[config.mk]
export PLATFORM = sky130hd
export DESIGN_NAME = gpio_defaults
export DESIGN_NICKNAME = d
export VERILOG_FILES = /design/src/rtl/gpio_pkg.sv /design/src/rtl/gpio_defaults.sv /design/src/rtl/sync_pair.sv
export SDC_FILE = /design/constraint.sdc
export NUM_CORES = 1
export LEC_CHECK = 0
export BUFFER_PORTS_ARGS = -buffer_cell sky130_fd_sc_hd__clkbuf_2
export CORE_MARGIN = 4
export CORE_UTILIZATION = 45
export DETAILED_ROUTE_END_ITERATION = 8
export PLACE_DENSITY_LB_ADDON = 0.08
export SYNTH_ARGS = -nofsm -noshare
export SYNTH_HDL_FRONTEND = slang
export SYNTH_SLANG_ARGS = --single-unit
[constraint.sdc]
create_clock -name i_clock -period 4.3 [get_ports i_clock]
set_input_delay 0 -clock i_clock [delete_from_list [all_inputs] [get_ports i_clock]]
set_output_delay 0 -clock i_clock [all_outputs]
set_load 0.01 [all_outputs]
[src/rtl/gpio_pkg.sv]
package gpio_pkg;

  // ==========================================================
  // register map (byte addresses, one word each)
  // ==========================================================
  localparam int ADDR_W = 5;
  localparam int DATA_W = 32;
  localparam logic [4:0] OFS_CTRL = 5'h00;
  localparam logic [4:0] OFS_FUNC = 5'h04;
  localparam logic [4:0] OFS_OUT = 5'h08;
  localparam logic [4:0] OFS_PIN_IN = 5'h0c;
  localparam logic [4:0] OFS_STATUS = 5'h10;
  localparam logic [4:0] OFS_IRQ_STAT = 5'h14;
  localparam logic [4:0] OFS_IRQ_MASK = 5'h18;

  // ==========================================================
  // field layouts
  // ==========================================================
  localparam int CTRL_TXCLK_BIT = 0;
  localparam int NUM_PINS = 9;
  localparam int NUM_GP = 7;
  localparam int FN_W = 2;
  localparam int IDX_OUT_A = 0;
  localparam int IDX_OUT_B = 1;
  localparam int IDX_GP_BASE = 2;
  localparam int GP_SHARED_LO = 3;
  localparam int GP_SHARED_HI = 6;

  localparam logic [1:0] FN_DEFAULT = 2'h0;
  localparam logic [1:0] FN_HIZ = 2'h1;
  localparam logic [1:0] FN_REG = 2'h2;
  localparam logic [1:0] FN_IRQ = 2'h3;

  localparam int ST_LINK = 0;
  localparam int ST_CRS = 1;
  localparam int ST_LOS = 2;
  localparam int ST_CDR_LOCK = 3;
  localparam int ST_STRAP = 4;
  localparam int ST_TEN_BIT = 5;
  localparam int ST_NIBBLE = 6;

  localparam int IRQ_W = 4;
  localparam int IRQ_LINK_CHG = 0;
  localparam int IRQ_LOS_ON = 1;
  localparam int IRQ_LOS_OFF = 2;
  localparam int IRQ_CDR_LOST = 3;

  // ==========================================================
  // reset values
  // ==========================================================
  localparam logic [17:0] FUNC_RST = 18'h00000;
  localparam logic [8:0] OUT_RST = 9'h000;
  localparam logic [3:0] IRQ_MASK_RST = 4'h0;
  localparam logic TXCLK_RST = 1'b0;

  // ==========================================================
  // types
  // ==========================================================
  typedef enum logic [2:0] {
    PM_GMII,
    PM_MII,
    PM_RGMII,
    PM_TBI,
    PM_RTBI
  } par_mode_t;

  typedef struct packed {
    logic out;
    logic oe;
  } pin_drive_t;

  typedef struct packed {
    logic cdr_lock;
    logic los;
    logic carrier;
    logic link_up;
  } link_status_t;

  function automatic logic is_ten_bit(input par_mode_t m);
    return (m == PM_TBI) || (m == PM_RTBI);
  endfunction

  function automatic logic is_nibble(input par_mode_t m);
    return (m == PM_MII) || (m == PM_RGMII) || (m == PM_RTBI);
  endfunction

endpackage

[src/rtl/gpio_defaults.sv]
// Implementation choices: the Avalon-MM register port and the register addresses.
`timescale 1ns/1ps
// Contract
// after reset out_a floats in ten-bit modes, else drives link status
// after reset out_b floats in ten-bit modes, else drives carrier sense
// out_a strap low: gp pin a floats after reset
// out_a strap high: gp pin a drives the 125 MHz clock after reset
// gp pins b to g float right after reset
// shared pins d to g act as gpio only in MII, RGMII, RTBI modes
// software may change every pin's function after reset
// serial tx clock output off after reset, on only when its bit is set
// loss-of-signal low means normal, high means signal lost
// receive clock recovered internally, no receive clock input
// strap pins are sampled while reset is held
// status outputs registered, loss-of-signal synchronised first
module gpio_defaults (
  input wire logic i_clock,
  input wire logic i_arst_n,
  input wire logic i_clk_en,
  input wire logic [4:0] i_avs_address,
  input wire logic i_avs_read,
  input wire logic i_avs_write,
  input wire logic [31:0] i_avs_writedata,
  input wire logic [3:0] i_avs_byteenable,
  output logic [31:0] o_avs_readdata,
  output logic o_avs_waitrequest,
  input wire gpio_pkg::par_mode_t i_par_mode,
  input wire logic i_link_up,
  input wire logic i_carrier_sense,
  input wire logic i_clk_125,
  input wire logic i_cdr_lock,
  input wire logic i_loss_of_signal_in,
  input wire logic i_general_out_a,
  output logic o_general_out_a,
  output logic o_general_out_a_oe,
  output logic o_general_out_b,
  output logic o_general_out_b_oe,
  input wire logic [6:0] i_gp_pin,
  output logic [6:0] o_gp_pin,
  output logic [6:0] o_gp_pin_oe,
  output logic o_tx_clock_out_enable,
  output logic o_loss_of_signal,
  output logic o_irq
);
  // ==========================================================
  // reset release
  // ==========================================================
  logic rst_meta_q;
  logic rst_n_q;

  // left ungated by the clock enable so reset always releases
  always_ff @(posedge i_clock or negedge i_arst_n) begin
    if (!i_arst_n) begin
      rst_meta_q <= 1'b0;
      rst_n_q <= 1'b0;
    end else begin
      rst_meta_q <= 1'b1;
      rst_n_q <= rst_meta_q;
    end
  end

  // ==========================================================
  // pin synchronisers
  // ==========================================================
  logic [9:0] sync_in;
  logic [9:0] sync_out;
  logic strap_pin_s;
  logic los_s;
  logic cdr_lock_s;
  logic [6:0] gp_in_s;

  assign sync_in = {i_gp_pin, i_cdr_lock, i_loss_of_signal_in,
                    i_general_out_a};

  sync_pair #(.WIDTH(10)) u_sync (
    .i_clock(i_clock),
    .i_clk_en(i_clk_en),
    .i_async(sync_in),
    .o_sync(sync_out)
  );

  assign strap_pin_s = sync_out[0];
  assign los_s = sync_out[1];
  assign cdr_lock_s = sync_out[2];
  assign gp_in_s = sync_out[9:3];

  // ==========================================================
  // strap capture
  // ==========================================================
  logic strap_q;

  // pins are released while reset holds, so the last sample wins
  always_ff @(posedge i_clock) begin
    if (i_clk_en && !rst_n_q) begin
      strap_q <= strap_pin_s;
    end
  end

  // ==========================================================
  // status registers
  // ==========================================================
  gpio_pkg::link_status_t stat_q;
  gpio_pkg::link_status_t stat_prev_q;

  always_ff @(posedge i_clock or negedge rst_n_q) begin
    if (!rst_n_q) begin
      stat_q <= '0;
      stat_prev_q <= '0;
    end else if (i_clk_en) begin
      stat_q.link_up <= i_link_up;
      stat_q.carrier <= i_carrier_sense;
      stat_q.los <= los_s;
      // recovered-clock lock comes from the on-chip cdr
      stat_q.cdr_lock <= cdr_lock_s;
      stat_prev_q <= stat_q;
    end
  end

  assign o_loss_of_signal = stat_q.los;

  // ==========================================================
  // avalon slave: one wait cycle on every access
  // ==========================================================
  logic ack_q;
  logic req;
  logic wr_acc;

  assign req = i_avs_read | i_avs_write;
  assign o_avs_waitrequest = req & ~ack_q;
  assign wr_acc = i_avs_write & ack_q & i_clk_en;

  always_ff @(posedge i_clock or negedge rst_n_q) begin
    if (!rst_n_q) begin
      ack_q <= 1'b0;
    end else if (i_clk_en) begin
      ack_q <= req & ~ack_q;
    end
  end

  function automatic logic [31:0] be_merge(input logic [31:0] old_v,
                                           input logic [31:0] new_v,
                                           input logic [3:0] be);
    logic [31:0] r;
    r = old_v;
    for (int b = 0; b < 4; b++) begin
      if (be[b]) begin
        r[8*b +: 8] = new_v[8*b +: 8];
      end
    end
    return r;
  endfunction

  logic [31:0] wmerged;
  logic [17:0] func_q;
  logic [8:0] out_q;
  logic txclk_q;
  logic [3:0] irq_mask_q;
  logic [3:0] irq_stat_q;

  always_comb begin
    wmerged = 32'h00000000;
    unique case (i_avs_address)
      gpio_pkg::OFS_CTRL: wmerged = be_merge({31'h0, txclk_q},
                                             i_avs_writedata,
                                             i_avs_byteenable);
      gpio_pkg::OFS_FUNC: wmerged = be_merge({14'h0, func_q},
                                             i_avs_writedata,
                                             i_avs_byteenable);
      gpio_pkg::OFS_OUT: wmerged = be_merge({23'h0, out_q},
                                            i_avs_writedata,
                                            i_avs_byteenable);
      gpio_pkg::OFS_IRQ_MASK: wmerged = be_merge({28'h0, irq_mask_q},
                                                 i_avs_writedata,
                                                 i_avs_byteenable);
      default: wmerged = be_merge(32'h00000000, i_avs_writedata,
                                  i_avs_byteenable);
    endcase
  end

  // ==========================================================
  // software registers
  // ==========================================================
  always_ff @(posedge i_clock or negedge rst_n_q) begin
    if (!rst_n_q) begin
      txclk_q <= gpio_pkg::TXCLK_RST;
      func_q <= gpio_pkg::FUNC_RST;
      out_q <= gpio_pkg::OUT_RST;
      irq_mask_q <= gpio_pkg::IRQ_MASK_RST;
    end else if (wr_acc) begin
      unique case (i_avs_address)
        gpio_pkg::OFS_CTRL:
          txclk_q <= wmerged[gpio_pkg::CTRL_TXCLK_BIT];
        gpio_pkg::OFS_FUNC: func_q <= wmerged[17:0];
        gpio_pkg::OFS_OUT: out_q <= wmerged[8:0];
        gpio_pkg::OFS_IRQ_MASK: irq_mask_q <= wmerged[3:0];
        default: ;
      endcase
    end
  end

  assign o_tx_clock_out_enable = txclk_q;

  // ==========================================================
  // interrupts: sticky, write one to clear, set wins
  // ==========================================================
  logic [3:0] irq_ev;
  logic [3:0] irq_clr;

  assign irq_ev[gpio_pkg::IRQ_LINK_CHG] = stat_q.link_up ^
                                          stat_prev_q.link_up;
  assign irq_ev[gpio_pkg::IRQ_LOS_ON] = stat_q.los & ~stat_prev_q.los;
  assign irq_ev[gpio_pkg::IRQ_LOS_OFF] = ~stat_q.los & stat_prev_q.los;
  assign irq_ev[gpio_pkg::IRQ_CDR_LOST] = ~stat_q.cdr_lock &
                                          stat_prev_q.cdr_lock;
  assign irq_clr = (wr_acc && i_avs_address == gpio_pkg::OFS_IRQ_STAT) ?
                   wmerged[3:0] : 4'h0;

  always_ff @(posedge i_clock or negedge rst_n_q) begin
    if (!rst_n_q) begin
      irq_stat_q <= 4'h0;
    end else if (i_clk_en) begin
      irq_stat_q <= (irq_stat_q & ~irq_clr) | irq_ev;
    end
  end

  assign o_irq = |(irq_stat_q & irq_mask_q);

  // ==========================================================
  // read data
  // ==========================================================
  logic [6:0] status_word;

  assign status_word = {gpio_pkg::is_nibble(i_par_mode),
                        gpio_pkg::is_ten_bit(i_par_mode), strap_q,
                        stat_q.cdr_lock, stat_q.los, stat_q.carrier,
                        stat_q.link_up};

  always_ff @(posedge i_clock or negedge rst_n_q) begin
    if (!rst_n_q) begin
      o_avs_readdata <= 32'h00000000;
    end else if (i_clk_en && i_avs_read && !ack_q) begin
      unique case (i_avs_address)
        gpio_pkg::OFS_CTRL: o_avs_readdata <= {31'h0, txclk_q};
        gpio_pkg::OFS_FUNC: o_avs_readdata <= {14'h0, func_q};
        gpio_pkg::OFS_OUT: o_avs_readdata <= {23'h0, out_q};
        gpio_pkg::OFS_PIN_IN: o_avs_readdata <= {25'h0, gp_in_s};
        gpio_pkg::OFS_STATUS: o_avs_readdata <= {25'h0, status_word};
        gpio_pkg::OFS_IRQ_STAT: o_avs_readdata <= {28'h0, irq_stat_q};
        gpio_pkg::OFS_IRQ_MASK: o_avs_readdata <= {28'h0, irq_mask_q};
        default: o_avs_readdata <= 32'h00000000;
      endcase
    end
  end

  // ==========================================================
  // pin drivers
  // ==========================================================
  function automatic logic [1:0] fn_of(input logic [17:0] f,
                                       input int idx);
    return f[gpio_pkg::FN_W*idx +: gpio_pkg::FN_W];
  endfunction

  logic ten_bit;
  logic nibble;
  gpio_pkg::pin_drive_t drv_d [gpio_pkg::NUM_PINS];
  gpio_pkg::pin_drive_t drv_q [gpio_pkg::NUM_PINS];
  logic clk_sel_d;
  logic clk_sel_q;

  assign ten_bit = gpio_pkg::is_ten_bit(i_par_mode);
  assign nibble = gpio_pkg::is_nibble(i_par_mode);

  always_comb begin
    clk_sel_d = 1'b0;
    for (int i = 0; i < gpio_pkg::NUM_PINS; i++) begin
      drv_d[i] = '{out: 1'b0, oe: 1'b0};
      unique case (fn_of(func_q, i))
        gpio_pkg::FN_DEFAULT: begin
          if (i == gpio_pkg::IDX_OUT_A) begin
            drv_d[i] = '{out: stat_q.link_up, oe: !ten_bit};
          end else if (i == gpio_pkg::IDX_OUT_B) begin
            drv_d[i] = '{out: stat_q.carrier, oe: !ten_bit};
          end else if (i == gpio_pkg::IDX_GP_BASE) begin
            drv_d[i] = '{out: 1'b0, oe: strap_q};
            clk_sel_d = strap_q;
          end
        end
        gpio_pkg::FN_HIZ: drv_d[i] = '{out: 1'b0, oe: 1'b0};
        gpio_pkg::FN_REG: drv_d[i] = '{out: out_q[i], oe: 1'b1};
        gpio_pkg::FN_IRQ: drv_d[i] = '{out: o_irq, oe: 1'b1};
      endcase
      // shared pins belong to the tx datapath in byte-wide modes
      if (i >= gpio_pkg::IDX_GP_BASE + gpio_pkg::GP_SHARED_LO && !nibble) begin
        drv_d[i] = '{out: 1'b0, oe: 1'b0};
      end
    end
  end

  // all drivers off in reset so the strap pin can be sampled
  always_ff @(posedge i_clock or negedge rst_n_q) begin
    if (!rst_n_q) begin
      for (int i = 0; i < gpio_pkg::NUM_PINS; i++) begin
        drv_q[i] <= '{out: 1'b0, oe: 1'b0};
      end
      clk_sel_q <= 1'b0;
    end else if (i_clk_en) begin
      drv_q <= drv_d;
      clk_sel_q <= clk_sel_d;
    end
  end

  assign o_general_out_a = drv_q[gpio_pkg::IDX_OUT_A].out;
  assign o_general_out_a_oe = drv_q[gpio_pkg::IDX_OUT_A].oe;
  assign o_general_out_b = drv_q[gpio_pkg::IDX_OUT_B].out;
  assign o_general_out_b_oe = drv_q[gpio_pkg::IDX_OUT_B].oe;

  // the 125 MHz clock cannot be re-timed at 10 MHz, it is muxed through
  always_comb begin
    for (int g = 0; g < gpio_pkg::NUM_GP; g++) begin
      o_gp_pin[g] = drv_q[gpio_pkg::IDX_GP_BASE + g].out;
      o_gp_pin_oe[g] = drv_q[gpio_pkg::IDX_GP_BASE + g].oe;
    end
    if (clk_sel_q) begin
      o_gp_pin[0] = i_clk_125;
    end
  end

  // ==========================================================
  // checks
  // ==========================================================
  property p_out_a_link;
    @(posedge i_clock) disable iff (!rst_n_q)
    $past(i_clk_en && rst_n_q) &&
    $past(fn_of(func_q, 0) == gpio_pkg::FN_DEFAULT)
    |-> o_general_out_a_oe == !$past(ten_bit) &&
        o_general_out_a == $past(stat_q.link_up);
  endproperty
  a_out_a_link: assert property (p_out_a_link)
    else $error("out_a default drive wrong");

  property p_out_b_crs;
    @(posedge i_clock) disable iff (!rst_n_q)
    $past(i_clk_en && rst_n_q) &&
    $past(fn_of(func_q, 1) == gpio_pkg::FN_DEFAULT)
    |-> o_general_out_b_oe == !$past(ten_bit) &&
        o_general_out_b == $past(stat_q.carrier);
  endproperty
  a_out_b_crs: assert property (p_out_b_crs)
    else $error("out_b default drive wrong");

  property p_gp_a_float;
    @(posedge i_clock) disable iff (!rst_n_q)
    $past(i_clk_en && rst_n_q) && !strap_q &&
    $past(fn_of(func_q, 2) == gpio_pkg::FN_DEFAULT)
    |-> !o_gp_pin_oe[0] && !clk_sel_q;
  endproperty
  a_gp_a_float: assert property (p_gp_a_float)
    else $error("gp pin a driven with strap low");

  property p_gp_a_clock;
    @(posedge i_clock) disable iff (!rst_n_q)
    $past(i_clk_en && rst_n_q) && strap_q &&
    $past(fn_of(func_q, 2) == gpio_pkg::FN_DEFAULT)
    |-> o_gp_pin_oe[0] && clk_sel_q && o_gp_pin[0] == i_clk_125;
  endproperty
  a_gp_a_clock: assert property (p_gp_a_clock)
    else $error("gp pin a not clocking with strap high");

  property p_gp_rest_float;
    @(posedge i_clock) $rose(rst_n_q) |-> o_gp_pin_oe[6:1] == 6'h00;
  endproperty
  a_gp_rest_float: assert property (p_gp_rest_float)
    else $error("gp pins driven at reset release");

  property p_shared;
    @(posedge i_clock) disable iff (!rst_n_q)
    $past(i_clk_en) && !$past(nibble) |-> o_gp_pin_oe[6:3] == 4'h0;
  endproperty
  a_shared: assert property (p_shared)
    else $error("shared pin driven outside nibble mode");

  property p_txclk;
    @(posedge i_clock) disable iff (!rst_n_q)
    $rose(o_tx_clock_out_enable) |->
    $past(wr_acc) && $past(i_avs_address) == gpio_pkg::OFS_CTRL;
  endproperty
  a_txclk: assert property (p_txclk)
    else $error("tx clock enabled without a write");

  property p_los_irq;
    @(posedge i_clock) disable iff (!rst_n_q)
    i_clk_en && $rose(o_loss_of_signal)
    |=> irq_stat_q[gpio_pkg::IRQ_LOS_ON];
  endproperty
  a_los_irq: assert property (p_los_irq)
    else $error("loss of signal event lost");

endmodule // gpio_defaults

[src/rtl/sync_pair.sv]
`timescale 1ns/1ps
// two-stage synchroniser; no reset so it also runs while reset is held
module sync_pair #(
  parameter int WIDTH = 1
) (
  input wire logic i_clock,
  input wire logic i_clk_en,
  input wire logic [WIDTH-1:0] i_async,
  output logic [WIDTH-1:0] o_sync
);
  logic [WIDTH-1:0] meta_q;

  always_ff @(posedge i_clock) begin
    if (i_clk_en) begin
      meta_q <= i_async;
      o_sync <= meta_q;
    end
  end
endmodule // sync_pair

# Word level (Yosys, flattened, before mapping)
# Index checks and enable logic that the tools add are counted.
dict set report op_classes {
  eq_ne 33
  bitwise 16
  reduce_logical 21
  n_mux 28
}
# cell count
set ops {}
lappend ops {{$pmux 18 s7} 1}
lappend ops {{$pmux 18 s4} 1}
lappend ops {{$mux 8} 8}
lappend ops {{$eq 2x2->1 const B} 18}
lappend ops {{$pmux 2 s2} 6}
lappend ops {{$pmux 2 s4} 3}
lappend ops {{$eq 5x5->1 const B} 3}
lappend ops {{$mux 2} 6}
lappend ops {{$eq 5x4->1 const B} 2}
lappend ops {{$and 4x4->4} 2}
lappend ops {{$reduce_and 2->1} 4}
lappend ops {{$and 1x1->1} 6}
lappend ops {{$eq 2x1->1 const B} 3}
lappend ops {{$eq 3x2->1 const B} 2}
lappend ops {{$logic_not 2->1} 3}
lappend ops {{$reduce_and 3->1} 2}
lappend ops {{$eq 5x3->1 const B} 1}
lappend ops {{$logic_not 5->1} 1}
lappend ops {{$logic_and 1x1->1} 4}
lappend ops {{$mux 4} 1}
lappend ops {{$ne 2x2->1 const B} 2}
lappend ops {{$not 1->1} 4}
lappend ops {{$not 4->4} 1}
lappend ops {{$or 4x4->4} 1}
lappend ops {{8 further kinds} 13}
dict set report totals {
  regBits 118
  word_cells 138
  input_bits 62
  out_inout_bits 54
}

# Logic depth before layout (Yosys ltp)
# Gate-level depths: netlist of the first run.
dict set report depth {
  word_depth 7
  ltp_mapped 8
  depth_no_buf 4
}

# Hierarchy
# From an unflattened synthesis of the first run, not the netlist that was laid out.
dict set report hier_totals {
  cells_unflattened 455
  hier_area_um2 4828.4
}
# mod seq_area_each_um2 area_each_um2 n_inst cells_each
set modules_own_cells {}
lappend modules_own_cells {gpio_defaults 2107.0 4227.8 1 435}
lappend modules_own_cells {sync_pair 600.6 600.6 1 20}

# Worst setup path before layout of the first run
# OpenSTA, ideal clock, no wires.
dict set report synth_timing {
  kind {reg-to-reg}
  startpoint {register rst_n_q}
  endpoint {register strap_q (enable)}
  slack_ns 1.799
  setup_ns 0.339
  stages_incl_launch_ff 2
  synth_period_minus_slack_ns 2.501
  arrival_time_ns 2.162
  required_time_ns 3.961
  n_path_buf 0
  path_cell_list {dfrtp_1 > nor2b_1}
}
dict set report synth_via {
  elab_chain_cells 2
}
# item line_no
set synth_lines {}
lappend synth_lines {{from (decl)} gpio_defaults.sv:49} ;# logic rst_n_q;
lappend synth_lines {{from (signal assigned)} gpio_defaults.sv:58} ;# rst_n_q <= rst_meta_q;
lappend synth_lines {{$logic_not 1->1 (no source line)} --}
lappend synth_lines {{$logic_and 1x1->1} gpio_defaults.sv:94} ;# if (i_clk_en && !rst_n_q) begin
lappend synth_lines {{to (signal assigned)} gpio_defaults.sv:95} ;# strap_q <= strap_pin_s;
lappend synth_lines {{to (decl)} gpio_defaults.sv:90} ;# logic strap_q;
# Every way passes these cells.
# A chain may end at the register's enable or synchronous reset.

# Worst setup path after layout of the first run
dict set report layout_timing {
  startpoint {input port i_clk_en}
  endpoint {register func_q[17]}
}
dict set report layout_via {
  elab_chain_cells 2
}
# item line_no
set layout_lines {}
lappend layout_lines {{from (decl)} gpio_defaults.sv:19} ;# input wire logic i_clk_en,
lappend layout_lines {{$and 1x1->1} gpio_defaults.sv:130} ;# assign wr_acc = i_avs_write & ack_q & i_clk_en;
lappend layout_lines {{$reduce_and 3->1 (no source line)} --}
lappend layout_lines {{to (signal assigned)} gpio_defaults.sv:186} ;# func_q <= gpio_pkg::FUNC_RST;
lappend layout_lines {{to (signal assigned)} gpio_defaults.sv:193} ;# gpio_pkg::OFS_FUNC: func_q <= wmerged[17:0];
lappend layout_lines {{to (decl)} gpio_defaults.sv:154} ;# logic [17:0] func_q;
# Every way passes these cells.

==> impl_results.md, run 1 <==
* Status: finished clean
* Clk sink count at around 100
* Period minus WS final at between 2 and 3 ns
* DP HPWL at roughly 8.3 mm
* Yosys Warn Count at 0
* Startpoint types: input pin
* Initial Util at 0.4645
* LEAKAGE at roughly 2.6 nW
* Normalized max-slew margin at 0.2831
* RSZ-0062 raised after global routing: no
* Via count at 3,569
* Syn Area/Cell at approximately 11 µm²
* Layout cell share with drive strength beyond 1 at 0.2306
* Min-delay src: i_avs_byteenable[1]
* Initial antenna violation count at 0
* Die height at around 110 µm
* Post-Place Cell Area at approximately 5200 µm²
* Number of enable flip-flop cells after synthesis at 21
* CP Capture Type: flip-flop
* Primary FF master, synth: dfrtp_1
* Finish-stage setup viols at 0
* Max VDD drop at between 0.2 and 0.3 mV
* Die area at 12,420 µm²
* Root buffer cell: clkbuf_8
* Number of synthesized register bits at 104
* CP required at 4.56 ns
* Filler cells at 953
* Clock slew at reported path FFs at approximately 0.10 ns
* # port buffers at 86
* Critical path origin: i_clk_en
* Worst path arrival time at 2.84 ns
* Tightest Hold Check Type: in2reg
* Syn Inst Count at between 400 and 500
* Final Cycle Share at 0.6008
* Core area at approximately 10,000 µm²
* Crit path max fanout at 14
* DRC at 0
* TritonCTS Buffers at 9
* Nets@finish at just over 600
* Worst-Margin Slew at approximately 1.1 ns
* Initial DRC Count at 235
* H-tree levels at 3
* Vias in the first global route at between 3,000 and 4,000
* Max Slew Vio Count at 0
* Gpl congestion at around 0.87
* Final Core Density at 0.5500
* Post-synth top area share at 0.4312
* Area leader, netlist: dfrtp_1
* Total of max-cap violations at 0
* Critical path cell sequence: dlygate4sd3_1 > clkbuf_2 > and3_1 > and3_1 > nand2_1 > mux2_1 > dlygate4sd3_1
* Post-route setup TNS at 0 ns
* Fin area at approximately 5700 µm²
* Total gr overflow at 0
* Post-Syn Area at 4817 µm²
* Largest net degree at the start of global routing at slightly above 80
* Ys async rst share at 0.7981
* CTS resizes at 0
* DRT antenna net count at 0
* Distinct cells, synth at 53
* Fmax at between 0.3 and 0.4 GHz
* WS Path Type: in2reg
* I/O pin total at 116
* Sequential area share after synthesis at 0.5621
* CP max-delay cell: and3_1
* Pwr Density at 356.9 nW/µm²
* Final hold viol count at 0
* Via density at slightly above 5
* GRT Overall Usage at 0.1925
* Setup WS pre-CTS at about 2 ns
* Routed WL per cell at approximately 17 µm
* Synthesis-to-finish area growth at 18.39%
* Worst-Skew Late Latency at between 0.3 and 0.4 ns
* Clock Skew at between 0.006 and 0.007 ns
* Area contributors post-synth: dfrtp_1, edfxtp_1, buf_4
* Max clock buf depth at 2
* Setup WS post-layout at 1.717 ns
* Worst r2r src: ack_q
* Hold slack final at ~0.035 ns
* Row count at 37
* Die outline width at between 100 and 150 µm
* Antenna diodes at 0
* CTS tree: built
* First drt pass iteration count at 4
* Post-Route WL at about 12 mm
* Largest stage delay on the critical path at between 0.6 and 0.7 ns
* First-pass GRT wire length at around 19 mm
[worst paths after layout]
check                                          end  slack, ns  depth (start not counted)
worst max-delay path                    func_q[17]       1.72                          7
worst min-delay path                    func_q[12]       0.03                          3
worst min register to register             rst_n_q       0.37                          0
min in group asynchronous                  rst_n_q       0.47                          3
max in group asynchronous       o_avs_readdata[10]       3.09                          0
worst max register to register          func_q[17]       1.73                          5
[power breakdown]
part           internal (mW)  leakage, nW  switching [mW]
Sequential              1.09         1.29          0.0769
Clock                  0.236       0.0992           0.355
Combinational          0.126         1.19           0.155
Total                   1.45         2.58           0.587
[metal layers]
| metal | global-route usage | wire [µm] |
|---|---|---|
| met5 | 0 | 0 |
| met4 | 0.04461 | 97 |
| met3 | 0.03587 | 465 |
| met2 | 0.3321 | 5950 |
| met1 | 0.2534 | 5047 |
[layout by cell type, fill, tap and decap left out, types with 4 or more instances in the layout]
master,instances
a21oi_1,14
nor2_1,31
clkbuf_8,10
nand3_1,14
dfrtp_1,82
nand2_1,50
o21ai_1,16
o31ai_1,4
o21ai_0,28
nand2b_1,4
a211oi_1,5
clkbuf_2,86
mux2i_1,10
a31oi_1,10
nor2b_1,5
inv_1,20
and3_1,14
conb_1,15
dlygate4sd3_1,33
o22ai_1,9
edfxtp_1,21
mux2_2,16
mux2_1,9
[logic make-up after synthesis]
group                     Yosys count  share of synthesized area
buffers and inverters              66                    0.07662
muxes                              35                    0.07922
AOI/OAI and AO/OA                 104                     0.1322
DFF                               104                     0.5621
other                               2                   0.001559
and+or+nand+nor                   139                     0.1447
xor gates and xnor gates            2                   0.003637
[state kept, by name (all words and copies together) (netlist names), 3 cells and up]
name / flops
func_q: 18
o_avs_readdata: 18
u_sync.meta_q: 10
u_sync.o_sync: 10
out_q: 9
o_gp_pin_oe: 7
o_gp_pin: 6
irq_mask_q: 4
irq_stat_q: 4
stat_prev_q: 3
stat_q: 3
[synthesized netlist by cell type (2+ instances only)]
master and n:
dfrtp_1 83, nand2_1 50, nor2_1 31, buf_4 30, o21ai_0 28, edfxtp_1 21
inv_1 20, mux2_2 16, o21ai_1 16, a21oi_1 14, and3_1 14, nand3_1 14
a31oi_1 10, mux2i_1 10, mux2_1 9, o22ai_1 9, buf_2 7, clkbuf_1 6
a211oi_1 5, nor2b_1 5, nand2b_1 4, o31ai_1 4, a22oi_1 3, a32o_1 3
and2_1 3, buf_1 3, nand3b_1 3, a221oi_1 2, conb_1 2, nor3_1 2
nor3b_1 2, o31a_1 2
[per-stage QoR]
| step | power (mW) | std cells |
|---|---|---|
| 5_1_grt | 2.143 | 691 |
| 3_5_place_dp | 1.444 | 642 |
| 3_3_place_gp | 1.439 | 642 |
| 4_1_cts | 2.058 | 690 |
| 2_1_floorplan | 1.343 | 465 |
| 6_report | 2.035 | 691 |
[what timing repair did]
item                      in CTS  in global routing
buffers inserted               0                  0
hold buffers                  32                  1
hold endpoints to repair      35                  1
[final cells by class]
class | count | area (µm²) | area share
flip-flops and latches | 104 | 2711 | 0.4754
multi-input cells | 295 | 1789 | 0.3137
repair buffers | 120 | 768.2 | 0.1347
well taps | 136 | 170.2 | 0.02984
clock buffers | 10 | 137.6 | 0.02413
inverters | 20 | 75.07 | 0.01316
clock inverters | 6 | 51.30 | 0.008995
[critical path, delay by kind of cell]
family        cells  cell delay, ns
mux               1            0.34
simple gates      3            1.20
buf+inv           3            1.29
(Power assumes the default switching activity.)
==> run 2: changes to the inputs <==
Clock period 4.3 ns to 2.2 ns, I/O delays scaled along.
==> run 2 against run 1 <==
Critical path depth down 2. Combinational power up 110%. Cell area up 2.2%. Clock power up 120%. Final cell count up 1.6%. Total power up 100%. Critical path type is now reg2reg. Largest cell class unchanged.
==> impl_results.md, run 2 (same netlist as run 1, synthesis figures left out) <==
* Clock Skew at ~0.0083 ns
* Routed WL per cell at approximately 17 µm
* M1 GR Usage at 0.2517
* Reg-to-reg slack, setup at approximately 0.16 ns
* Most frequent cells in the layout: clkbuf_2, dfrtp_1, nand2_1
* Initial Util at 0.4645
* Vias in the first global route at approximately 3,700
* H-tree levels at 3
* TritonCTS Buffers at 9
* Clock slew at reported path FFs at 0.10 ns
* Worst-Margin Slew at a little under 0.8 ns
* Fmax at ~0.49 GHz
* Die area at ~12,000 µm²
* First drt pass iteration count at 4
* Non-filler instance count after layout at approximately 700
* CP required at roughly 2.5 ns
* Row count at 37
* Via density at 5.189
* Nets@finish at about 620
* Period minus WS final at 2.039 ns
* Layout cell share with drive strength beyond 1 at 0.2491
* Pwr Density at between 700 and 800 nW/µm²
* Crit path max fanout at 7
* Gpl congestion at approximately 0.89
* Max Slew Vio Count at 0
* Largest regs: func_q: 18 flops, o_avs_readdata: 18 flops
* Post-Place Cell Area at ~5300 µm²
* Met2 Use GR at 0.3305
* Worst-Skew Late Latency at about 0.37 ns
* Final Core Density at 0.5621
* Die outline width at 111.5 µm
* GR peak layer: met2
* GRT Overall Usage at 0.1969
* Post-route setup TNS at 0 ns
* I/O pin total at between 100 and 150
* Largest net degree at the start of global routing at 55
* Via count at 3,643
* Core area at 10,370 µm²
* RSZ-0062 raised after global routing: no
* Grt met3 use at 0.04402
* Clk sink count at approximately 100
* PnR Total Power at 4.167 mW
* DRT antenna net count at 0
* Final hold viol count at 0
* Fin area at around 6000 µm²
* DP HPWL at 8.697 mm
* Max clock buf depth at 2
* Cells after DPL at approximately 650
* Final Cycle Share at 0.9269
* DRC at 0
* Initial DRC Count at 140
* Status: finished clean
* LEAKAGE at around 2.6 nW
* # port buffers at between 80 and 90
* Normalized max-slew margin at 0.4771
* Max VDD drop at about 0.45 mV
* WS Path Type: reg2reg
* Total gr overflow at 0
* Root buffer cell: clkbuf_8
* Total of max-cap violations at 0
* Synthesis-to-finish area growth at 21.01%
* Die height at 111.5 µm
* Worst path arrival time at ~2.3 ns
* Finish-stage setup viols at 0
* Antenna diodes at 0
* Post-Route WL at roughly 12 mm
* CP Capture Type: flip-flop
* Leading cell type in the layout, fill and taps excluded: clkbuf_2
* Tightest Hold Check Type: in2reg
* Initial antenna violation count at 0
* First-pass GRT wire length at between 15 and 20 mm
* Startpoint types: flip-flop
* CTS tree: built
run 2: changes by cell type in the layout (fill, tap and decap cells not counted), sizes merged:
cell         previous run  this run
buf                     1        13
bufinv                  0         2
clkinv                  3         0
clkinvlp                0         2
dlygate4sd3            33        32
inv                    23        22
run 2: worst paths after layout:
check                                     from              end  cells past startpoint
setup / recovery                         ack_q       func_q[16]                      5
hold / removal             i_avs_byteenable[1]       func_q[13]                      3
setup reg to reg                         ack_q       func_q[16]                      5
hold reg to reg                        rst_n_q  o_general_out_b                      0
max in group asynchronous              rst_n_q       func_q[17]                      1
min in group asynchronous              rst_n_q  o_general_out_b                      0
run 2: area by class of cell:
class	instances	area, µm²
Fill cell	936	4541
Sequential cell	104	2711
Multi-Input combinational cell	295	1792
Timing Repair Buffer	131	860.8
Tap cell	136	170.2
Clock buffer	10	127.6
Clock inverter	6	92.59
Inverter	20	75.07
run 2: where the power goes:
group	total, mW	switching [mW]	internal [mW]
Clock	1.31	0.665	0.650
Sequential	2.26	0.135	2.12
Combinational	0.594	0.326	0.268
Total	4.17	1.13	3.04
run 2: routing by layer:
| metal | up-vias | part of all wire |
|---|---|---|
| li1 | 1773 | - |
| met1 | 1755 | 0.43 |
| met2 | 100 | 0.50 |
| met3 | 15 | 0.048 |
| met4 | 0 | 0.024 |
| met5 | - | 0 |
run 2: through the flow:
| stage | hold WS [ns] | setup slack, ns |
|---|---|---|
| final | 0.06249 | 0.1609 |
| after global routing | 0.05486 | 0.06417 |
| after CTS | 0.03214 | 0.06036 |
| after detailed placement | -0.2113 | 0.4987 |
| after global placement | -0.2144 | 0.5416 |
| after floorplan | -0.2956 | 0.5220 |
run 2: critical path, cell delays in order (launching register included):
cell and delay (ns):
dfrtp_1 0.41, and3_2 0.24, and3_2 0.28, nand2_1 0.11, mux2_1 0.32, dlygate4sd3_1 0.56
run 2: timing repair:
action,in CTS,in global routing
hold buffers,32,0
endpoints found under the hold margin,37,0
gates resized for setup,0,2
buffers inserted,0,0
setup endpoints to repair,0,2
==> run 3: changes to the inputs <==
Settings changed: RECOVER_POWER set to 25.
==> run 3 against run 2 <==
The run now ends with capacitance limit, slew limit left. Via count increased by 0.27%. Combinational power about the same. Total power about the same. Setup slack got worse by 0.0020 ns. Routed wire length about the same. Non-clock buffer count unchanged. Cell area decreased by 0.19%. Sequential cell count unchanged. Maximum frequency about the same. Clock-buffer cell count unchanged. Global-route usage unchanged. Critical path depth unchanged. Critical path type unchanged. Critical endpoint unchanged. Largest power group unchanged.
==> impl_results.md, run 3 (same netlist as run 1, synthesis figures left out) <==
* Clk sink count at about 100
* CP top delay family: simple AND/OR/NAND/NOR gates
* Layout cell share with drive strength beyond 1 at 0.2438
* Fmax at just under 0.5 GHz
* Leading cell type in the layout, fill and taps excluded: clkbuf_2
* CP Capture Type: flip-flop
* LEAKAGE at 2.637 nW
* Period minus WS final at between 2 and 2.5 ns
* Min-delay src: i_avs_byteenable[1]
* CP max-delay cell: dlygate4sd3_1
* Synthesis-to-finish area growth at 20.78%
* WHS Path Cells at 3
* Normalized max-slew margin at -0.06273
* WS Path Type: reg2reg
* Multi-input logic area at 1792 µm²
* Antenna diodes at 0
* Row count at 37
* Nets@finish at just over 600
* Final Cycle Share at 0.9278
* Root buffer cell: clkbuf_8
* Crit path max fanout at 7
* Max VDD drop at roughly 0.45 mV
* Clock Skew at ~0.0095 ns
* CP required at 2.45 ns
* Critical path cell sequence: and3_2 > and3_2 > nand2_1 > mux2_1 > dlygate4sd3_1
* Post-Route WL at between 10 and 15 mm
* Max clock buf depth at 2
* Startpoint types: flip-flop
* Most frequent cells in the layout: clkbuf_2, dfrtp_1, nand2_1
* Total of max-cap violations at 1
* FF-to-FF path depth at 5
* Via density at about 5.2
* First-pass GRT wire length at 19.34 mm
* Final hold viol count at 0
* Largest net degree at the start of global routing at between 50 and 60
* Routed WL per cell at around 17 µm
* Post-route setup TNS at 0 ns
* GRT Overall Usage at 0.1969
* Filler cells at between 900 and 1,000
* Gpl congestion at slightly below 0.9
* Failing checks: capacitance limit, slew limit
* Worst r2r src: ack_q
* First drt pass iteration count at 4
* I/O pin total at 116
* DRC at 0
* Reg area at approximately 2700 µm²
* Critical path origin: ack_q
* Vias in the first global route at roughly 3,700
* Max Slew Vio Count at 37
* Cells after DPL at 654
* CTS tree: built
* Worst-Margin Slew at 1.594 ns
* # port buffers at 86
* H-tree levels at 3
* Status: complete, but fails checks
* Clock slew at reported path FFs at about 0.10 ns
* TritonCTS Buffers at 9
* Die height at roughly 110 µm
* DP HPWL at approximately 8.7 mm
* Worst-Skew Late Latency at 0.37 ns
* Via count at between 3,000 and 4,000
* Pwr Density at between 700 and 800 nW/µm²
* CP bufs+invs at 1
* Initial DRC Count at 135
* RSZ-0062 raised after global routing: no
* Cell mode on critical path: and3_2
* Total gr overflow at 0
* Die outline width at 111.5 µm
* Reg-to-reg slack, setup at between 0.15 and 0.2 ns
* Core area at around 10,000 µm²
* DRT antenna net count at 0
* Worst path arrival time at ~2.3 ns
* Die area at between 10,000 and 15,000 µm²
* Non-filler instance count after layout at 702
* Tightest Hold Check Type: in2reg
* Largest stage delay on the critical path at approximately 0.56 ns
* Initial antenna violation count at 0
* Critical Path Stages at 5
* Finish-stage setup viols at 0
* Largest regs: func_q: 18 flops, o_avs_readdata: 18 flops
* Initial Util at 0.4645
## run 3: power breakdown
part,switching (mW),total (mW),internal [mW]
Combinational,0.326,0.593,0.267
Sequential,0.134,2.26,2.12
Clock,0.666,1.32,0.650
Total,1.13,4.17,3.04
## run 3: area by class of cell
type / count / share of cell area
well taps: 136 / 0.02925
inverters: 20 / 0.01290
repair buffers: 131 / 0.1467
multi-input cells: 295 / 0.3080
flip-flops and latches: 104 / 0.4654
clock inverters: 6 / 0.01591
clock buffers: 10 / 0.02194
## run 3: metal layers
metal  up-vias  global-route usage  part of all wire
met4         0             0.07056             0.027
met2       116              0.3305              0.50
li1       1773                   -                 -
met1      1747              0.2517              0.42
met3        17             0.04402             0.053
met5         -                   0                 0
## run 3: worst paths after layout
path                               to
min in group asynchronous  rst_meta_q
min                        func_q[13]
max reg2reg                func_q[16]
min reg2reg                   rst_n_q
max                        func_q[16]
max in group asynchronous  func_q[17]
## run 3: worst min-delay path, stage by stage
cell and delay [ns]:
clkbuf_2 0.13, nand2_4 0.13, mux2_1 0.14
## run 3: timing repair
action                                  CTS  global route
endpoints found under the setup margin    0             2
endpoints found under the hold margin    37             0
resized for setup                         0             2
hold buffers                             32             0
buffers inserted                          0             0
## run 3: through the flow
step	hold slack (ns)	worst slack (ns)	cell area [µm²]	utilization	total power, mW
6_report	0.06226	0.1589	5818	0.5611	4.167
5_1_grt	0.05486	0.05475	5818	0.5611	4.385
4_1_cts	0.03214	0.06036	5827	0.5619	4.223
3_5_place_dp	-0.2113	0.4987	5286	0.5098	2.856
3_3_place_gp	-0.2144	0.5416	5286	0.5098	2.837
2_1_floorplan	-0.2956	0.5220	4867	-	2.625
